`src/common/cpu_special_registers_defines.svh`:
```
// offsets, field positions and constants of the dedicated cpu registers
`ifndef CPU_SPECIAL_REGISTERS_DEFINES_SVH
`define CPU_SPECIAL_REGISTERS_DEFINES_SVH

`define REG_NUM_IP      4'h0
`define REG_NUM_SP      4'h1
`define REG_NUM_FLAGS   4'h2
`define REG_NUM_CONST   4'h3
`define FLAG_C          0
`define FLAG_Z          1
`define FLAG_N          2
`define FLAG_GIE        3
`define FLAG_HALT       4
`define FLAG_LFXT_OFF   5
`define FLAG_DCO_OFF    6
`define FLAG_SUB_OFF    7
`define FLAG_V          8
`define FLAGS_IMPL_MASK 16'h01ff
`define FLAGS_RESET     16'h0000
`define IP_RESET        16'h0000
`define SP_RESET        16'h0000
`define CONST_ZERO      16'h0000
`define CONST_ONE       16'h0001
`define CONST_TWO       16'h0002
`define CONST_FOUR      16'h0004
`define CONST_EIGHT     16'h0008
`define CONST_ONES      16'hffff
`define WORD_STEP       16'h0002
`define EVEN_MASK       16'hfffe

`endif

```
`src/common/cpu_special_registers_pkg.sv`:
```
// types shared by the dedicated cpu register block
package cpu_special_registers_pkg;
  typedef enum logic [1:0] {
    ModeRegister,
    ModeIndexed,
    ModeIndirect,
    ModeAutoInc
  } source_mode_type;

  typedef enum logic [1:0] {
    AluNone,
    AluAdd,
    AluSub
  } alu_class_type;

  typedef enum logic [1:0] {
    StackIdle,
    StackPush,
    StackPop
  } stack_op_type;
endpackage

```
`src/rtl/cpu_special_registers.sv`:
```
// dedicated cpu registers: instruction pointer, stack, flags, constants
//
// Contract
// - pointer advances by two, four or six
// - instruction pointer bit zero always zero
// - any write to pointer redirects execution
// - stack predecrements on push, postincrements on pop
// - stack pointer kept even; software inits it
// - push of stack decrements; pop loads value
// - flags reachable only register mode, word
// - flag bit positions, all reset zero
// - add overflow from like-signed operand rule
// - subtract overflow from unlike-signed operand rule
// - subsystem clock off while its bit set
// - dco bias off unless dco clock used
// - crystal off unless its clock used
// - core halted while halt bit set
// - interrupt enable gates maskable interrupts
// - negative copies bit 15 or 7
// - zero flag set on zero result
// - carry flag follows the carry out
// - register 2 modes: flags, 0, 4, 8
// - register 3 modes: 0, 1, 2, all-ones
// - constants are source-only, no code fetch
// - sixteen registers, 0 to 3 dedicated
`include "cpu_special_registers_defines.svh"
`timescale 1ns/1ps
`default_nettype none

module cpu_special_registers (
  // clock and reset
  input  wire logic                                    core_clk,
  input  wire logic                                    arst_n,
  // source operand request from the decoder
  input  wire logic [3:0]                              srcReg,
  input  wire cpu_special_registers_pkg::source_mode_type source_mode_bits,
  input  wire logic                                    srcByte,
  // register write port
  input  wire logic                                    wrEn,
  input  wire logic [3:0]                              wrReg,
  input  wire logic                                    wrByte,
  input  wire logic [15:0]                             wrData,
  // instruction sequencing
  input  wire logic                                    ipAdvance,
  input  wire logic [1:0]                              ipWords,
  input  wire cpu_special_registers_pkg::stack_op_type stackOp,
  // alu result for flag update
  input  wire cpu_special_registers_pkg::alu_class_type aluClass,
  input  wire logic                                    flagUpdate,
  input  wire logic                                    aluByte,
  input  wire logic [15:0]                             aluOpA,
  input  wire logic [15:0]                             aluOpB,
  input  wire logic [15:0]                             aluResult,
  input  wire logic                                    aluCarry,
  // clock source usage from the clock system
  input  wire logic                                    dcoFeedsClocks,
  input  wire logic                                    lfxtFeedsClocks,
  // maskable interrupt request
  input  wire logic                                    irqPending,
  // outputs
  output logic [15:0]                                  srcData,
  output logic                                         srcIsSpecial,
  output logic                                         constNoFetch,
  output logic [15:0]                                  instruction_pointer,
  output logic [15:0]                                  stack_pointer_reg,
  output logic [15:0]                                  processor_flags,
  output logic                                         subsystem_clock_off,
  output logic                                         dco_bias_off,
  output logic                                         low_freq_crystal_off,
  output logic                                         core_halt,
  output logic                                         irqTake
);
  import cpu_special_registers_pkg::*;

  // decode of source and destination against dedicated registers
  wire srcIsFlagsReg = (srcReg == `REG_NUM_FLAGS);
  wire srcIsConstReg = (srcReg == `REG_NUM_CONST);
  wire srcFlagsRead  = srcIsFlagsReg && (source_mode_bits == ModeRegister)
                       && !srcByte;
  // register 2 modes other than register mode give constants
  wire srcConst      = srcIsConstReg
                       || (srcIsFlagsReg && !srcFlagsRead);
  wire wrIp    = wrEn && (wrReg == `REG_NUM_IP);
  wire wrSp    = wrEn && (wrReg == `REG_NUM_SP);
  // byte writes to the flags or constant register writes are ignored: source-only
  wire wrFlags = wrEn && (wrReg == `REG_NUM_FLAGS) && !wrByte;
  wire [15:0] wrEven = wrData & `EVEN_MASK;

  // constant generator selection
  logic [15:0] constValue;
  always_comb begin
    constValue = `CONST_ZERO;
    if (srcIsConstReg) begin
      case (source_mode_bits)
        ModeRegister: constValue = `CONST_ZERO;
        ModeIndexed:  constValue = `CONST_ONE;
        ModeIndirect: constValue = `CONST_TWO;
        ModeAutoInc:  constValue = `CONST_ONES;
        default:      constValue = `CONST_ZERO;
      endcase
    end else begin
      case (source_mode_bits)
        ModeIndexed:  constValue = `CONST_ZERO;
        ModeIndirect: constValue = `CONST_FOUR;
        ModeAutoInc:  constValue = `CONST_EIGHT;
        default:      constValue = `CONST_ZERO;
      endcase
    end
  end

  // source data mux: byte reads clear the high byte
  logic [15:0] srcWord;
  always_comb begin
    case (srcReg)
      `REG_NUM_IP: srcWord = instruction_pointer;
      `REG_NUM_SP: srcWord = stack_pointer_reg;
      default:     srcWord = srcConst ? constValue : processor_flags;
    endcase
  end
  wire [15:0] next_srcData = srcByte ? {8'h00, srcWord[7:0]} : srcWord;
  wire next_srcIsSpecial = (srcReg[3:2] == 2'b00);

  // instruction pointer: writes branch, otherwise advance by length
  wire [15:0] ipStep = {13'h0, ipWords, 1'b0};
  wire [15:0] next_ip = wrIp ? wrEven
                        : ipAdvance ? ((instruction_pointer + ipStep)
                                       & `EVEN_MASK)
                        : instruction_pointer;

  // stack pointer: a pop of sp itself takes the popped word instead
  wire popIntoSp = (stackOp == StackPop) && wrSp;
  logic [15:0] next_sp;
  always_comb begin
    if (popIntoSp)
      next_sp = wrEven;
    else if (wrSp)
      next_sp = wrEven;
    else if (stackOp == StackPush)
      next_sp = stack_pointer_reg - `WORD_STEP;
    else if (stackOp == StackPop)
      next_sp = stack_pointer_reg + `WORD_STEP;
    else
      next_sp = stack_pointer_reg;
  end

  // alu flag computation; sign bit chosen by operand size
  wire signA = aluByte ? aluOpA[7] : aluOpA[15];
  wire signB = aluByte ? aluOpB[7] : aluOpB[15];
  wire signR = aluByte ? aluResult[7] : aluResult[15];
  wire resZero = aluByte ? (aluResult[7:0] == 8'h00)
                         : (aluResult == 16'h0000);
  wire addOvf = (signA == signB) && (signR != signA);
  // a minus b: opposite signs and result sign differs from a
  wire subOvf = (signA != signB) && (signR != signA);
  wire ovf = (aluClass == AluAdd) ? addOvf
           : (aluClass == AluSub) ? subOvf : 1'b0;

  // flags next value; a direct write wins over the alu update
  logic [15:0] next_flags;
  always_comb begin
    next_flags = processor_flags;
    if (wrFlags) begin
      // reserved bits are read-write too, so the whole word is kept
      next_flags = wrData;
    end else if (flagUpdate) begin
      next_flags[`FLAG_C] = aluCarry;
      next_flags[`FLAG_Z] = resZero;
      next_flags[`FLAG_N] = signR;
      next_flags[`FLAG_V] = ovf;
    end
  end

  // low-power controls; dco and crystal off gated by what the clock system uses
  wire next_subOff  = next_flags[`FLAG_SUB_OFF];
  wire next_dcoOff  = next_flags[`FLAG_DCO_OFF] && !dcoFeedsClocks;
  wire next_lfxtOff = next_flags[`FLAG_LFXT_OFF]
                      && !lfxtFeedsClocks;
  wire next_halt    = next_flags[`FLAG_HALT];
  wire next_irqTake = irqPending && processor_flags[`FLAG_GIE];

  // state registers; low-power outputs are taken from next flag values so they
  // track the stored flags without an extra cycle of lag; irqTake uses the stored GIE bit
  always_ff @(posedge core_clk or negedge arst_n) begin
    if (!arst_n) begin
      instruction_pointer  <= `IP_RESET;
      stack_pointer_reg    <= `SP_RESET;
      processor_flags      <= `FLAGS_RESET;
      subsystem_clock_off  <= 1'b0;
      dco_bias_off         <= 1'b0;
      low_freq_crystal_off <= 1'b0;
      core_halt            <= 1'b0;
      irqTake              <= 1'b0;
      srcData              <= 16'h0000;
      srcIsSpecial         <= 1'b0;
      constNoFetch         <= 1'b0;
    end else begin
      instruction_pointer  <= next_ip;
      stack_pointer_reg    <= next_sp;
      processor_flags      <= next_flags;
      subsystem_clock_off  <= next_subOff;
      dco_bias_off         <= next_dcoOff;
      low_freq_crystal_off <= next_lfxtOff;
      core_halt            <= next_halt;
      irqTake              <= next_irqTake;
      srcData              <= next_srcData;
      srcIsSpecial         <= next_srcIsSpecial;
      constNoFetch         <= srcConst;
    end
  end
endmodule

`default_nettype wire

```
`config.mk`:
```
export PLATFORM = sky130hd
export DESIGN_NAME = cpu_special_registers
export DESIGN_NICKNAME = d
export VERILOG_FILES = /design/src/common/cpu_special_registers_pkg.sv /design/src/rtl/cpu_special_registers.sv
export VERILOG_INCLUDE_DIRS = /design/src /design/src/common
export SDC_FILE = /design/constraint.sdc
export NUM_CORES = 1
export LEC_CHECK = 0
export CAP_MARGIN = 20
export CORE_ASPECT_RATIO = 0.7
export CORE_MARGIN = 4
export CORE_UTILIZATION = 45
export CTS_CLUSTER_DIAMETER = 100
export DETAILED_ROUTE_END_ITERATION = 16
export DONT_BUFFER_PORTS = 1
export SYNTH_ARGS = -nofsm -noshare
export SYNTH_HDL_FRONTEND = slang
export SYNTH_SLANG_ARGS = --single-unit
```
`constraint.sdc`:
```
create_clock -name core_clk -period 5.75 [get_ports core_clk]
set_clock_uncertainty 0.2 [all_clocks]
set_input_delay 0.2875 -clock core_clk [delete_from_list [all_inputs] [get_ports core_clk]]
set_output_delay 0.2875 -clock core_clk [all_outputs]
set_load 0.005 [all_outputs]
```
==> flow_summary.ini <==
[status]
status = complete, no violations

[clocking]
clock_path_buffers = 2
cts_tree = built
ctsRootBufferMaster = clkbuf_16
postCtsSetupRepairBufs = 0
cts_buffers = 9
clock-sinks = 67
clk_latency_ns = 0.33
clkTransAtPathRegs_ns = 0.05
cts_max_level = 3

[synthesis]
yosysWarnings = 0
synth_edf_count = 0
ys_top_cells_by_count = 67 x dfrtp_1, 43 x nor2_1, 38 x a21oi_1
ys_types = 64
netlist.area_leader.share_pct = 39.2
synth.cell_area_sq_um = 4280
ys_seq_elements = 67
synth-async-reset-ratio_pct = 100
yosysTopAreaCell = dfrtp_1
seq_area_frac_synth_pct = 39.2
syn_inst = 480
yosys_most_used_dff = dfrtp_1
synth_area_leaders = dfrtp_1 39%, xnor2_1 5.3%, mux2i_1 4.7%, a21oi_1 4.4%, nor2_1 3.8%
avgSynthCellArea_sq_um = 8.91
synth.most_common_cell = dfrtp_1

[power]
internal-power_uw = 1200
p_clk_share_pct = 25.7
sw_frac_of_total_pct = 39.2
powerDensity_nw_per_um2 = 406
sequentialPowerShare_pct = 45.6
ir_worst_vdd_v = 0.000237
power_uw = 1980
comb_power_share_pct = 28.7
leakage_uw = 0.00201
power_switching_uw = 776

[hold_path]
worstHoldPathType = in2reg

[grt]
grt_pass1_wl_mm = 19.4
antenna_found_initial = 0
grt_start_max_net_pins = 68
grt_overflow_total = 0
grt_use_total_pct = 22.0
grt_pass1_vias = 3583

[critical_path]
crit_type = reg2reg
required_ns = 5.82
crit_fanout = 11
rrSetupSlack_ns = 2.82
cp.arrival_ns = 3.00
cp-start-kind = register
crit_path_end_kind = register

[timing]
slew_headroom_pct = 37.0
fin_setup_tns_ns = 0
worstMarginPinSlew_ns = 0.942
finalSetupViolCount = 0
rsz0062_at_grt = no
hold_slack_ns = 0.00919
layout_setup_ws_ns = 2.82
slew_violations = 0
hold_viol_final = 0
final.min_clock_period_ns = 2.93
fin_crit_sh_pct = 51.0
max_freq_mhz = 341

[cells_and_area]
final_layout_size_suffix_gt1_share_pct = 9.39
syn2layout_area_growth_pct = 14.0
top_regs = processor_flags: 16 flops, srcData: 16 flops
insertedDiodeCount = 0
fin_nets = 584

[die]
die_h_um = 89.6
die_area_sq_um = 11200
num_rows = 29
coreArea_sq_um = 9180
die-width_um = 125
ios = 163
initial_utilization_pct = 46.6

[placed_design]
pre_cts_slack_ns = 2.66
dp_hpwl_mm = 8.65
portBuffers = 0
routabilityCongestion = 0.941

[route]
routedWlPerCell_um = 19.7
drt_iter0_markers = 236
first_pass_iters = 5
remaining_drc_errors = 0
via_count = 3680
routed_wl_mm = 12.1
via_per_inst = 5.99
ant_nets = 0

[run]
maxCapViolations = 0
==> final cells by class <==
cell class              instances  area (sq um)
flip-flops and latches         67          1680
fillers                       842          4310
well taps                     124           155
clock inverters                 4          25.0
repair buffers                 32           330
clock buffers                  12           256
multi-input cells             358          2370
inverters                      17          63.8
==> layer usage <==
layer | up-vias | global-route usage [%] | part of all wire (%)
met5 | - | 0 | 0
met2 | 176 | 35.0 | 45
met1 | 1763 | 29.6 | 44
met4 | 0 | 6.07 | 0.61
li1 | 1730 | - | -
met3 | 11 | 6.91 | 9.7
==> power by group through the flow <==
| stage | logic [uW] | registers (uW) | clock network [uW] |
|---|---|---|---|
| 2_1_floorplan | 557 | 736 | 0 |
| 3_3_place_gp | 511 | 908 | 0 |
| 3_5_place_dp | 524 | 915 | 0 |
| 4_1_cts | 567 | 907 | 514 |
| 5_1_grt | 641 | 940 | 539 |
| 6_report | 568 | 903 | 508 |
==> worst max-delay path: stages, from the launching register on <==
cell and delay (ns):
dfrtp_1 0.58, xor2_1 0.19, ha_1 0.24, a21boi_1 0.18, o22ai_1 0.15, o31ai_1 0.47, o21ai_1 0.18, or3_1 0.39
a21oi_1 0.13, o22a_1 0.16
==> cell usage in the layout, fill, tap and decap left out, types with 16 or more instances in the layout <==
master and n:
inv_1 16, nand2_1 37, o21ai_0 27, dfrtp_1 67, mux2i_1 20, dlygate4sd3_1 28, a211oi_1 21, nor2_1 43
xnor2_1 26, a21oi_1 38
==> stage by stage <==
| step | instance area, sq um | util (%) | cells |
|---|---|---|---|
| after floorplan | 4280 | - | 481 |
| after global placement | 4290 | 46.7 | 569 |
| after detailed placement | 4290 | 46.7 | 569 |
| after CTS | 4870 | 53.1 | 614 |
| after global routing | 4870 | 53.1 | 614 |
| final | 4870 | 53.1 | 614 |
==> path summary, 6_finish.rpt <==
| kind | start | to | cells after the start |
|---|---|---|---|
| max in group asynchronous | arst_n | srcData[3]$_DFF_PN0_ | 2 |
| worst max register to register | stack_pointer_reg[2]$_DFFE_PN0P_ | stack_pointer_reg[15]$_DFFE_PN0P_ | 9 |
| min in group asynchronous | arst_n | constNoFetch$_DFF_PN0_ | 2 |
| worst min register to register | processor_flags[12]$_DFFE_PN0P_ | processor_flags[12]$_DFFE_PN0P_ | 1 |
| worst max-delay path | stack_pointer_reg[2]$_DFFE_PN0P_ | stack_pointer_reg[15]$_DFFE_PN0P_ | 9 |
| worst min-delay path | ipAdvance | instruction_pointer[1]$_DFFE_PN0P_ | 2 |
==> logic make-up after synthesis <==
| group | synth area share, % |
|---|---|
| xor+xnor | 7.37 |
| buf+inv | 5.79 |
| compound gates | 19.2 |
| simple gates | 17.8 |
| flops | 39.2 |
| fa+ha+maj | 2.22 |
| mux | 8.36 |
| other cells | 0.0877 |
==> timing repair <==
item                                   in CTS  in global routing
resized for setup                           0                  0
hold buffers                               29                  0
endpoints found under the hold margin     129                  0
(Power assumes the default switching activity.)
